## config.mk

```make
export PLATFORM = sky130hd
export DESIGN_NAME = io_module_end_flat
export DESIGN_NICKNAME = d
export VERILOG_FILES = /design/src/include/fsafe_pkg.sv /design/src/include/safety_link_if.sv /design/src/io_module_end.sv /design/src/flat_wrapper.sv
export SDC_FILE = /design/constraint.sdc
export NUM_CORES = 1
export LEC_CHECK = 0
export CELL_PAD_IN_SITES_DETAIL_PLACEMENT = 0
export CELL_PAD_IN_SITES_GLOBAL_PLACEMENT = 2
export CORE_ASPECT_RATIO = 1.2
export CORE_UTILIZATION = 36
export CTS_CLUSTER_DIAMETER = 50
export DETAILED_ROUTE_END_ITERATION = 10
export DONT_BUFFER_PORTS = 1
export PLACE_DENSITY = 0.75
export RECOVER_POWER = 100
export SLEW_MARGIN = 30
export SYNTH_ARGS = -nofsm -noshare
export SYNTH_HDL_FRONTEND = slang
export SYNTH_SLANG_ARGS = --single-unit
```

## constraint.sdc

```tcl
create_clock -name clk -period 1.95 [get_ports clk]
set_clock_uncertainty 0.15 [all_clocks]
set_input_delay 0.0975 -clock clk [delete_from_list [all_inputs] [get_ports clk]]
set_output_delay 0.0975 -clock clk [all_outputs]
set_load 0.01 [all_outputs]
```

## src/include/fsafe_pkg.sv

```systemverilog
package fsafe_pkg;
   // Clock rate
   localparam int CLK_HZ          = 25_000_000;
   localparam int CLK_PER_US      = CLK_HZ / 1_000_000;
   // Output test pulse: dark time held under 1 ms, repeat period
   localparam int DARK_LIMIT_US   = 1000;
   localparam int TEST_DARK_US    = 900;
   localparam int TEST_PERIOD_US  = 100_000;
   localparam int DARK_LIMIT_CYC  = DARK_LIMIT_US * CLK_PER_US;
   localparam int TEST_DARK_CYC   = TEST_DARK_US * CLK_PER_US;
   localparam int TEST_PERIOD_CYC = TEST_PERIOD_US * CLK_PER_US;
   // Safety frame timing
   localparam int COMM_TIMEOUT_US  = 1000;
   localparam int COMM_TIMEOUT_CYC = COMM_TIMEOUT_US * CLK_PER_US;
   localparam int FRAME_US         = 200;
   localparam int FRAME_CYC        = FRAME_US * CLK_PER_US;
   // Channel count
   localparam int NCH_DEF = 8;
   // Controller register offsets
   localparam logic [7:0] REG_CTRL   = 8'h00;
   localparam logic [7:0] REG_CHEN   = 8'h04;
   localparam logic [7:0] REG_OUTCMD = 8'h08;
   localparam logic [7:0] REG_INDATA = 8'h0c;
   localparam logic [7:0] REG_STATUS = 8'h10;
   localparam logic [7:0] REG_FAULT  = 8'h14;
   // CTRL bit positions
   localparam int CTRL_STOP    = 0;
   localparam int CTRL_AUTO    = 1;
   localparam int CTRL_MODULE  = 2;
   localparam int CTRL_ACK     = 3;
   localparam int CTRL_CORRUPT = 4;
   localparam int CTRL_HOLD    = 5;
   // STATUS / FAULT: channel bits low, comm error and lock bits here
   localparam int STAT_COMM    = 16;
   localparam int STAT_LOCK    = 17;
   // Reset values
   localparam logic [31:0] CTRL_RST = 32'h0000_0000;
   localparam logic [31:0] CHEN_RST = 32'h0000_0000;
endpackage

```

## src/include/safety_link_if.sv

```systemverilog
interface safety_link_if #(parameter int NCH = 8);
   // Controller to module
   logic             frameStb;
   logic             frameGood;
   logic [NCH-1:0]   outCmd;
   logic [NCH-1:0]   chanEn;
   logic             stopMode;
   logic             autoReint;
   logic             moduleScope;
   logic             ackStb;
   // Module to controller
   logic             rspStb;
   logic [NCH-1:0]   inState;
   logic [NCH-1:0]   chanPas;
   logic [NCH-1:0]   faultNow;
   logic             lockNow;
   logic             commErr;

   modport device (
      input  frameStb, frameGood, outCmd, chanEn, stopMode, autoReint,
             moduleScope, ackStb,
      output rspStb, inState, chanPas, faultNow, lockNow, commErr
   );
   modport controller (
      output frameStb, frameGood, outCmd, chanEn, stopMode, autoReint,
             moduleScope, ackStb,
      input  rspStb, inState, chanPas, faultNow, lockNow, commErr
   );
endinterface

```

## src/io_module_end.sv

```systemverilog
// Functional notes
// - Test enabled outputs with off pulses under 1 ms
// - Safe state of every channel is 0
// - Safe values at startup until reintegration
// - Communication error passivates process data
// - Channel or module fault passivates affected channels
// - Every detected fault is reported to controller
// - No fault record survives power cycle
// - Disabled channels cause no fault handling
// - Passivated inputs deliver 0
// - Passivated outputs drive 0
// - Controller stop mode forces outputs to 0
// - Substitute value fixed at 0, not configurable
// - Passivation scope is channel or whole module
// - Reintegration automatic or after acknowledgment
// - Some faults block reintegration until reinsertion
// - After reintegration inputs deliver real states
// - After reintegration outputs follow commands
// - Comm error: inputs keep sending, controller passivates
// - Unacknowledged comm error keeps outputs at 0 (with autoReint set, outputs resume after good frames without acknowledgment)
//
// Chosen here: the placing of the registers and the APB interface to the registers.
module io_module_end
   import fsafe_pkg::*;
#(
   parameter int NCH         = NCH_DEF,
   parameter int PERIOD_CYC  = TEST_PERIOD_CYC,
   parameter int DARK_CYC    = TEST_DARK_CYC,
   parameter int TIMEOUT_CYC = COMM_TIMEOUT_CYC
) (
   // Clock and reset
   input  wire logic           clk,
   input  wire logic           srst,
   // Safety link
   safety_link_if.device       link,
   // Process pins
   input  wire logic [NCH-1:0] inPin,
   input  wire logic [NCH-1:0] faultPin,
   input  wire logic [NCH-1:0] lockPin,
   input  wire logic           moduleFaultPin,
   output logic      [NCH-1:0] outPin,
   output logic                passivated
);
   localparam int RAW = 3 * NCH + 1;
   localparam int CW  = 32;

   if (NCH < 1 || NCH > 16) begin : g_chk_nch
      $error("NCH must be 1 to 16");
   end
   if (DARK_CYC < 1 || DARK_CYC >= DARK_LIMIT_CYC) begin : g_chk_dark
      $error("Dark time must stay under 1 ms");
   end
   if (PERIOD_CYC <= DARK_CYC || TIMEOUT_CYC < 2) begin : g_chk_per
      $error("Period or timeout too short");
   end

   // Pin synchronisers: value accepted when stages two and three agree
   logic [RAW-1:0] raw;
   logic [RAW-1:0] s1_q;
   logic [RAW-1:0] s2_q;
   logic [RAW-1:0] s3_q;
   logic [RAW-1:0] pin_q;

   assign raw = {moduleFaultPin, lockPin, faultPin, inPin};

   for (genvar b = 0; b < RAW; b++) begin : g_sync
      always_ff @(posedge clk) begin
         if (srst) begin
            s1_q[b]  <= 1'b0;
            s2_q[b]  <= 1'b0;
            s3_q[b]  <= 1'b0;
            pin_q[b] <= 1'b0;
         end else begin
            s1_q[b] <= raw[b];
            s2_q[b] <= s1_q[b];
            s3_q[b] <= s2_q[b];
            if (s2_q[b] == s3_q[b]) begin
               pin_q[b] <= s3_q[b];
            end
         end
      end
   end

   logic [NCH-1:0] inVal;
   logic [NCH-1:0] fltVal;
   logic [NCH-1:0] lckVal;
   logic           modFlt;
   assign inVal  = pin_q[NCH-1:0];
   assign fltVal = pin_q[2*NCH-1:NCH];
   assign lckVal = pin_q[3*NCH-1:2*NCH];
   assign modFlt = pin_q[RAW-1];

   // Fault qualification and passivation scope
   logic [NCH-1:0] fltEn;
   logic [NCH-1:0] lckEn;
   logic [NCH-1:0] trip;
   logic [NCH-1:0] lock_q;
   logic [NCH-1:0] pas_q;
   logic           commErr_q;
   logic           goodSeen_q;
   logic           commPas_q;
   logic           reintOk;
   logic [NCH-1:0] chanOk;

   assign fltEn = fltVal & link.chanEn;
   assign lckEn = lckVal & link.chanEn;

   always_comb begin
      if (link.moduleScope) begin
         trip = {NCH{(|(fltEn | lckEn)) | modFlt}};
      end else begin
         trip = fltEn | lckEn | {NCH{modFlt}};
      end
   end

   // Reintegration permission: automatic or acknowledged
   assign reintOk = link.autoReint | link.ackStb;

   always_comb begin
      if (link.moduleScope) begin
         chanOk = {NCH{~(|(fltEn | lock_q)) & ~modFlt}};
      end else begin
         chanOk = ~fltEn & ~lock_q & {NCH{~modFlt}};
      end
   end

   // Severe faults latch until reset, i.e. removal and reinsertion
   always_ff @(posedge clk) begin
      if (srst) begin
         lock_q <= '0;
      end else begin
         lock_q <= lock_q | lckEn;
      end
   end

   // Channel passivation: set at startup, set wins over clear
   always_ff @(posedge clk) begin
      if (srst) begin
         pas_q <= '1;
      end else if (reintOk && goodSeen_q) begin
         pas_q <= (pas_q & ~chanOk) | trip;
      end else begin
         pas_q <= pas_q | trip;
      end
   end

   // Communication watchdog
   logic [CW-1:0] wdCnt_q;

   always_ff @(posedge clk) begin
      if (srst) begin
         wdCnt_q   <= '0;
         commErr_q <= 1'b0;
      end else if (link.frameStb && link.frameGood) begin
         wdCnt_q   <= '0;
         commErr_q <= 1'b0;
      end else if (link.frameStb) begin
         commErr_q <= 1'b1;
      end else if (wdCnt_q >= CW'(TIMEOUT_CYC - 1)) begin
         commErr_q <= 1'b1;
      end else begin
         wdCnt_q <= wdCnt_q + 1'b1;
      end
   end

   always_ff @(posedge clk) begin
      if (srst) begin
         goodSeen_q <= 1'b0;
      end else if (commErr_q) begin
         goodSeen_q <= 1'b0;
      end else if (link.frameStb && link.frameGood) begin
         goodSeen_q <= 1'b1;
      end
   end

   // Output data passivation on comm error, held until reintegration
   always_ff @(posedge clk) begin
      if (srst) begin
         commPas_q <= 1'b1;
      end else if (commErr_q) begin
         commPas_q <= 1'b1;
      end else if (goodSeen_q && reintOk) begin
         commPas_q <= 1'b0;
      end
   end

   // Periodic output test: one channel at a time is switched dark
   localparam int TW = $clog2(NCH + 1);

   logic [CW-1:0]  perCnt_q;
   logic [CW-1:0]  darkCnt_q;
   logic           dark_q;
   logic [TW-1:0]  testCh_q;
   logic [NCH-1:0] testOff;

   always_ff @(posedge clk) begin
      if (srst) begin
         perCnt_q  <= '0;
         darkCnt_q <= '0;
         dark_q    <= 1'b0;
         testCh_q  <= '0;
      end else if (dark_q) begin
         if (darkCnt_q >= CW'(DARK_CYC - 1)) begin
            dark_q    <= 1'b0;
            darkCnt_q <= '0;
            testCh_q  <= (testCh_q == TW'(NCH - 1)) ?
                         '0 : testCh_q + 1'b1;
         end else begin
            darkCnt_q <= darkCnt_q + 1'b1;
         end
      end else if (perCnt_q >= CW'(PERIOD_CYC - 1)) begin
         perCnt_q <= '0;
         dark_q   <= 1'b1;
      end else begin
         perCnt_q <= perCnt_q + 1'b1;
      end
   end

   for (genvar c = 0; c < NCH; c++) begin : g_test
      assign testOff[c] = dark_q && (testCh_q == TW'(c));
   end

   // Output drive: substitute value is the constant 0
   always_ff @(posedge clk) begin
      if (srst) begin
         outPin <= '0;
      end else if (commPas_q || link.stopMode) begin
         outPin <= '0;
      end else begin
         outPin <= link.outCmd & link.chanEn & ~pas_q & ~testOff;
      end
   end

   always_ff @(posedge clk) begin
      if (srst) begin
         passivated <= 1'b1;
      end else begin
         passivated <= commPas_q | (|pas_q);
      end
   end

   // Response frame follows every received frame by one cycle
   always_ff @(posedge clk) begin
      if (srst) begin
         link.rspStb   <= 1'b0;
         link.inState  <= '0;
         link.chanPas  <= '1;
         link.faultNow <= '0;
         link.lockNow  <= 1'b0;
         link.commErr  <= 1'b0;
      end else begin
         link.rspStb   <= link.frameStb;
         link.inState  <= inVal & ~pas_q;
         link.chanPas  <= pas_q;
         link.faultNow <= fltEn | lock_q | {NCH{modFlt}};
         link.lockNow  <= |lock_q;
         link.commErr  <= commErr_q;
      end
   end
endmodule // io_module_end

```

## src/flat_wrapper.sv

```systemverilog
// flat-port wrapper written by rule: the top's interface ports become plain ports
module io_module_end_flat import fsafe_pkg::*;
#(
   parameter int NCH         = NCH_DEF,
   parameter int PERIOD_CYC  = TEST_PERIOD_CYC,
   parameter int DARK_CYC    = TEST_DARK_CYC,
   parameter int TIMEOUT_CYC = COMM_TIMEOUT_CYC
)
  (clk, srst, inPin, faultPin, lockPin, moduleFaultPin, outPin, passivated, link_frameStb, link_frameGood, link_outCmd, link_chanEn, link_stopMode, link_autoReint, link_moduleScope, link_ackStb, link_rspStb, link_inState, link_chanPas, link_faultNow, link_lockNow, link_commErr);
  safety_link_if #(.NCH(NCH)) link_i ();
  input  wire logic clk;
  input  wire logic srst;
  input  wire logic [NCH-1:0] inPin;
  input  wire logic [NCH-1:0] faultPin;
  input  wire logic [NCH-1:0] lockPin;
  input  wire logic moduleFaultPin;
  output logic      [NCH-1:0] outPin;
  output logic passivated;
  input wire logic [$bits(link_i.frameStb)-1:0] link_frameStb;
  input wire logic [$bits(link_i.frameGood)-1:0] link_frameGood;
  input wire logic [$bits(link_i.outCmd)-1:0] link_outCmd;
  input wire logic [$bits(link_i.chanEn)-1:0] link_chanEn;
  input wire logic [$bits(link_i.stopMode)-1:0] link_stopMode;
  input wire logic [$bits(link_i.autoReint)-1:0] link_autoReint;
  input wire logic [$bits(link_i.moduleScope)-1:0] link_moduleScope;
  input wire logic [$bits(link_i.ackStb)-1:0] link_ackStb;
  output wire logic [$bits(link_i.rspStb)-1:0] link_rspStb;
  output wire logic [$bits(link_i.inState)-1:0] link_inState;
  output wire logic [$bits(link_i.chanPas)-1:0] link_chanPas;
  output wire logic [$bits(link_i.faultNow)-1:0] link_faultNow;
  output wire logic [$bits(link_i.lockNow)-1:0] link_lockNow;
  output wire logic [$bits(link_i.commErr)-1:0] link_commErr;
  assign link_i.frameStb = link_frameStb;
  assign link_i.frameGood = link_frameGood;
  assign link_i.outCmd = link_outCmd;
  assign link_i.chanEn = link_chanEn;
  assign link_i.stopMode = link_stopMode;
  assign link_i.autoReint = link_autoReint;
  assign link_i.moduleScope = link_moduleScope;
  assign link_i.ackStb = link_ackStb;
  assign link_rspStb = link_i.rspStb;
  assign link_inState = link_i.inState;
  assign link_chanPas = link_i.chanPas;
  assign link_faultNow = link_i.faultNow;
  assign link_lockNow = link_i.lockNow;
  assign link_commErr = link_i.commErr;
  io_module_end #(.NCH(NCH), .PERIOD_CYC(PERIOD_CYC), .DARK_CYC(DARK_CYC), .TIMEOUT_CYC(TIMEOUT_CYC)) u_core (.clk(clk), .srst(srst), .link(link_i), .inPin(inPin), .faultPin(faultPin), .lockPin(lockPin), .moduleFaultPin(moduleFaultPin), .outPin(outPin), .passivated(passivated));
endmodule
```

After elaboration in Yosys (flattened, before gate mapping)
Cells that the tools add are included.
- $add $sub $neg: 4
- $lt $le $gt $ge: 3
- equal/unequal tests: 32
- muxes and demuxes: 11
- bitwise operators: 29
- reductions and logical operators: 22
- operators with widths (operator ; count):
    $add 32x1->32 const B ; 3
    $and 8x8->8 ; 9
    $ge 32x15->1 const B ; 2
    $mux 32 ; 2
    $or 8x8->8 ; 7
    $not 8->8 ; 5
    $ge 32x22->1 const B ; 1
    $reduce_or 8->1 ; 4
    $eq 1x1->1 ; 25
    $mux 8 ; 3
    $eq 4x3->1 const B ; 4
    $logic_and 1x1->1 ; 10
    $eq 4x2->1 const B ; 2
    $reduce_or 2->1 ; 3
    $mux 1 ; 5
    $add 4x1->4 const B ; 1
    $eq 4x1->1 const B ; 1
    $logic_not 4->1 ; 1
    $mux 4 ; 1
    $not 1->1 ; 4
    $reduce_and 2->1 ; 2
    $or 1x1->1 ; 3
    $reduce_bool 2->1 ; 1
    $and 1x1->1 ; 1
    $logic_or 1x1->1 ; 1
- flip-flop bits (word level): 256
- output and inout bits: 36
- logic and storage cells: 219

Logic depth before layout (Yosys ltp)
- word-level depth: 10
- mapped depth: 7
- depth with buffers taken out: 6

Worst setup path before layout
Ideal clock, no wire load.
- path kind: reg-to-reg
- from: reg u_core.wdCnt_q[0]
- to: reg u_core.wdCnt_q[5]
- setup time: 0.116 ns
- arrival time: 1.874 ns
- data required time: 1.684 ns
- path slack: -0.191 ns
- cell stages (with the launch flop): 7
- buffers on the path: 0
- cells stage by stage: dfxtp_1 ha_1 a211oi_1 o211ai_2 a2111oi_4 a31oi_1 a41o_1
- cells in the longest elaborated chain, start to end: 3
- RTL lines (element ; RTL line ; text):
    from (decl) ; io_module_end.sv:148 ; logic [CW-1:0] wdCnt_q;
    from (signal assigned) ; io_module_end.sv:162 ; wdCnt_q <= wdCnt_q + 1'b1;
    $ge 32x15->1 ; io_module_end.sv:159 ; end else if (wdCnt_q >= CW'(TIMEOUT_CYC - 1)) begin
    $not 1->1 (no source line) ; - ;
    $reduce_and 2->1 (no source line) ; - ;
Parallel ways exist; a longest one is shown, timed or not.
A chain may end at the register's enable or synchronous reset.

Final worst setup path
- from: reg u_core.wdCnt_q[1]
- to: reg u_core.wdCnt_q[8]
The elaborated chain is that of the path after synthesis.

==> summary.md <==
* complete, but fails checks — outcome
* setup timing — violations in the final reports
* sky130_fd_sc_hd__clkbuf_16 — master cell of the clock root buffer
* 97 — pin count of the biggest net entering global routing
* 0 — Post-synth EDFFs
* 64 — total number of placement rows
* 85 — number of primary I/O pins
* 0 — max-slew violation count
* 0.1580 — fraction of final layout cells sized beyond drive strength 1
* 0.1846 — Total Routing Usage GR
* 2.24 ns — data required time of the critical path
* 0.7830 — final weighted congestion in routability-driven placement
* 0.004887 uW — leakage
* sky130_fd_sc_hd__dfxtp_1, sky130_fd_sc_hd__nor2b_1, sky130_fd_sc_hd__nand2_1 — cell types occupying the most area after synthesis
* 0.5641 ns — slew at the pin closest to its max-slew limit
* 0 — Port Buf Inserts
* 1 — number of levels in the clock H-tree
* 0 — maxcap violations
* register — CP endpoint kind
* 0.39 ns — worst stage delay on the critical path
* 1,249 — nets@finish
* 0 — YS warnings
* 0.55 ns — clock latency on the worst-skew pair
* 179.1 um — y dimension of the die
* 2453 uW — switching component of the power
* 24,630 um — wire length after detailed routing
* 1.011 — Tcrit/Tclk final
* 7,619 — number of global-route vias before repair
* 4.992 — mean number of vias per cell
* 12,750 um^2 — summed area of non-filler cells in the final layout
* 2 — initial antenna violation count
* 0.5445 — share of synthesized area occupied by flip-flops and latches
* 8 — biggest fanout along the worst timing path
* 0.479 — part of the total power dissipated in the clock network
* sky130_fd_sc_hd__dfxtp_1 — Top FF cell, synth
* 0.02242 ns — worst hold slack
* 15.93 um — average wire per cell in the routed design
* 0 — Async S/R FF share, synth
* in2reg — class of the tightest hold or removal check
* 25,620 um^2 — placeable core region
* 871.3 nW/um^2 — power density over the cells
* ha_4, a211oi_2, o211ai_2, a2111oi_4, buf_6, a31oi_4, a41o_1 — list of cells traversed by the critical path
* 0.4975 — Finished Core Util
* register — kind of start point of the critical path
* 0.5445 — Synth top area share
* 0 — antenna violation net count after detailed routing
* 2.26 ns — CP Data Arrival Time
* 1,546 — post-route non-filler standard cell count
* 15 — number of setup violations in the final report
* 11,110 uW — Final Power
* 15,560 um — dpl hpwl
* reg2reg — category of the critical setup timing path
* 351 — Iteration-0 DRC Markers
* 26,800 um^2 — Die Area
* 9.468 um^2 — syn_area_per_cell
* 39,380 um — wire length of the first global-routing pass
* 256 — total number of clock tree sinks
* sky130_fd_sc_hd__dfxtp_1 — cell accounting for the most synthesized area
* 0.6240 — Max transition margin
* sky130_fd_sc_hd__a2111oi_4 — Max stage delay cell, worst path
* 8654 uW — P_int
* 0.484 — relative contribution of sequential cells to total power
* built — clock tree from TritonCTS
* 1,050 — net count after synthesis
* true — unrepaired setup endpoints after global routing
* 0 — total congestion overflow
* 30 — cts bufs inserted
* 7,717 — number of vias after detailed routing
* 35.44% — Syn-to-layout area delta
* 507.1 MHz — Max Clock Freq
* -0.02196 ns — final worst setup slack
* 9412 um^2 — area of the mapped netlist
* 55 — number of different library cells in the post-synthesis netlist
* 149.6 um — die boundary width
* 0.2208 — fraction of power spent switching nets
* 0.6272 mV — Max VDD drop
* 0.3673 — initial cell density of the core
* 0.037 — combinational group share of total power
* 1.972 ns — post-layout minimum cycle time
* 994 — synthesized instance count
* 256 — #FFs+latches synth
* 3 — maximum number of buffers from clock root to sink
* 0 — final count of hold timing violations
* 1,358 — total placed cells including tap cells
* 10,260 um^2 — Post-DP Area
* 0.06 ns — post-CTS clock slew at the launch and capture registers of the worst setup and hold paths
* 5 — number of detailed-routing iterations run before antenna repair
* 0 — DRC violation count after routing
-- power by group through the flow --
stage / combinational (uW) / sequential [uW] / clock [uW]
2_1_floorplan: 197 / 5480 / 0
5_1_grt: 452 / 5380 / 5720
3_5_place_dp: 217 / 5490 / 0
4_1_cts: 404 / 5380 / 5470
3_3_place_gp: 212 / 5490 / 0
6_report: 410 / 5380 / 5320
-- cells in the final DEF (no fill, tap or decap), drive strengths merged, types with 4 or more instances in the layout --
master	netlist	final
nand3	36	36
nor4	25	25
ha	7	7
clkinvlp	0	4
and3	13	13
buf	9	79
xnor2	23	23
clkinv	0	7
nand2	85	85
nand3b	6	6
nand4	24	24
a21oi	62	62
and2	29	29
o211ai	7	7
a211oi	6	6
dfxtp	256	256
nor2b	79	79
a32oi	8	8
xor2	9	9
nor3	50	50
nor2	53	53
or2	11	11
inv	28	31
a31oi	17	17
a41oi	4	4
o21ai	44	44
clkbuf	34	48
o2111ai	4	4
nand2b	15	15
and4	8	8
a31o	5	5
dlygate4sd3	0	123
mux2i	11	11
-- layout make-up --
class,instances,area [um^2]
Multi-Input combinational cell,667,4198
Clock buffer,40,859.6
Sequential cell,256,5135
Clock inverter,14,98.84
Antenna cell,1,2.502
Inverter,28,105.1
Fill cell,2444,12880
Tap cell,330,412.9
Timing Repair Buffer,210,1936
-- logic make-up (layout without fill, tap and decap cells) --
group,Yosys count,after routing,synth area share
AND/OR/NAND/NOR,442,442,0.2529
flip-flops,256,256,0.5445
AO/OA/AOI/OAI,173,173,0.1194
buffers and inverters,71,292,0.03004
XOR/XNOR,32,32,0.02978
multiplexers,13,13,0.01409
adder cells (fa/ha/maj),7,7,0.009306
other,0,1,0
-- metal layers --
metal | share of wire | up-vias | GRT usage | wire (um)
met4 | 0.021 | 2 | 0.05825 | 523
met5 | 0.00053 | - | 0 | 13
met1 | 0.43 | 3678 | 0.2210 | 10630
met2 | 0.51 | 109 | 0.3272 | 12450
met3 | 0.041 | 38 | 0.03791 | 1011
li1 | - | 3890 | - | -
-- sequential cells by signal, summed over array words and instances (netlist names), 25 cells and up --
register / flops
u_core.darkCnt_q: 32
u_core.perCnt_q: 32
u_core.wdCnt_q: 32
u_core.s1_q: 25
u_core.s2_q: 25
u_core.s3_q: 25
-- stage by stage --
| step | setup TNS, ns | setup WS [ns] |
|---|---|---|
| 4_1_cts | -0.06077 | -0.02220 |
| 6_report | -0.1493 | -0.02196 |
| 3_5_place_dp | -0.1724 | -0.04156 |
| 2_1_floorplan | -0.1555 | -0.06389 |
| 5_1_grt | -5.802 | -0.1332 |
| 3_3_place_gp | -0.02842 | -0.02081 |
-- timing repair --
| item | CTS | global route |
|---|---|---|
| setup buffers | 2 | 4 |
| resized for setup | 9 | 36 |
| cloned | 1 | 2 |
| hold endpoints to repair | 251 | 0 |
| hold buffers | 124 | 0 |
| pin swaps | 7 | 21 |
| endpoints found under the setup margin | 12 | 74 |
-- synth_stat cells (13+ instances only) --
| cell | n |
|---|---|
| sky130_fd_sc_hd__a21oi_1 | 62 |
| sky130_fd_sc_hd__a31oi_1 | 17 |
| sky130_fd_sc_hd__and2_1 | 28 |
| sky130_fd_sc_hd__and3_1 | 13 |
| sky130_fd_sc_hd__clkbuf_1 | 34 |
| sky130_fd_sc_hd__dfxtp_1 | 256 |
| sky130_fd_sc_hd__inv_1 | 28 |
| sky130_fd_sc_hd__nand2_1 | 85 |
| sky130_fd_sc_hd__nand2b_1 | 15 |
| sky130_fd_sc_hd__nand3_1 | 36 |
| sky130_fd_sc_hd__nand4_1 | 23 |
| sky130_fd_sc_hd__nor2_1 | 53 |
| sky130_fd_sc_hd__nor2b_1 | 79 |
| sky130_fd_sc_hd__nor3_1 | 50 |
| sky130_fd_sc_hd__nor4_1 | 21 |
| sky130_fd_sc_hd__o21ai_0 | 44 |
| sky130_fd_sc_hd__xnor2_1 | 23 |
-- final timing paths --
check / from / to / slack (ns) / depth (start not counted)
worst max-delay path: u_core.wdCnt_q[1]$_SDFFE_PP0P_ / u_core.wdCnt_q[8]$_SDFFE_PP0P_ / -0.02 / 7
worst min-delay path: srst / u_core.s1_q[12]$_SDFF_PP0_ / 0.02 / 2
worst max register to register: u_core.wdCnt_q[1]$_SDFFE_PP0P_ / u_core.wdCnt_q[8]$_SDFFE_PP0P_ / -0.02 / 7
worst min register to register: u_core.s1_q[8]$_SDFF_PP0_ / u_core.s2_q[8]$_SDFF_PP0_ / 0.29 / 1
-- worst max-delay path: cells and delay by family, from the launching register on --
kind,cells,cell delay (ns)
adders and majority gates,1,0.16
DFF,1,0.33
AOI/OAI and AO/OA,5,1.03
buffers and inverters,1,0.18
No activity file was read; power rests on OpenSTA's default activity.
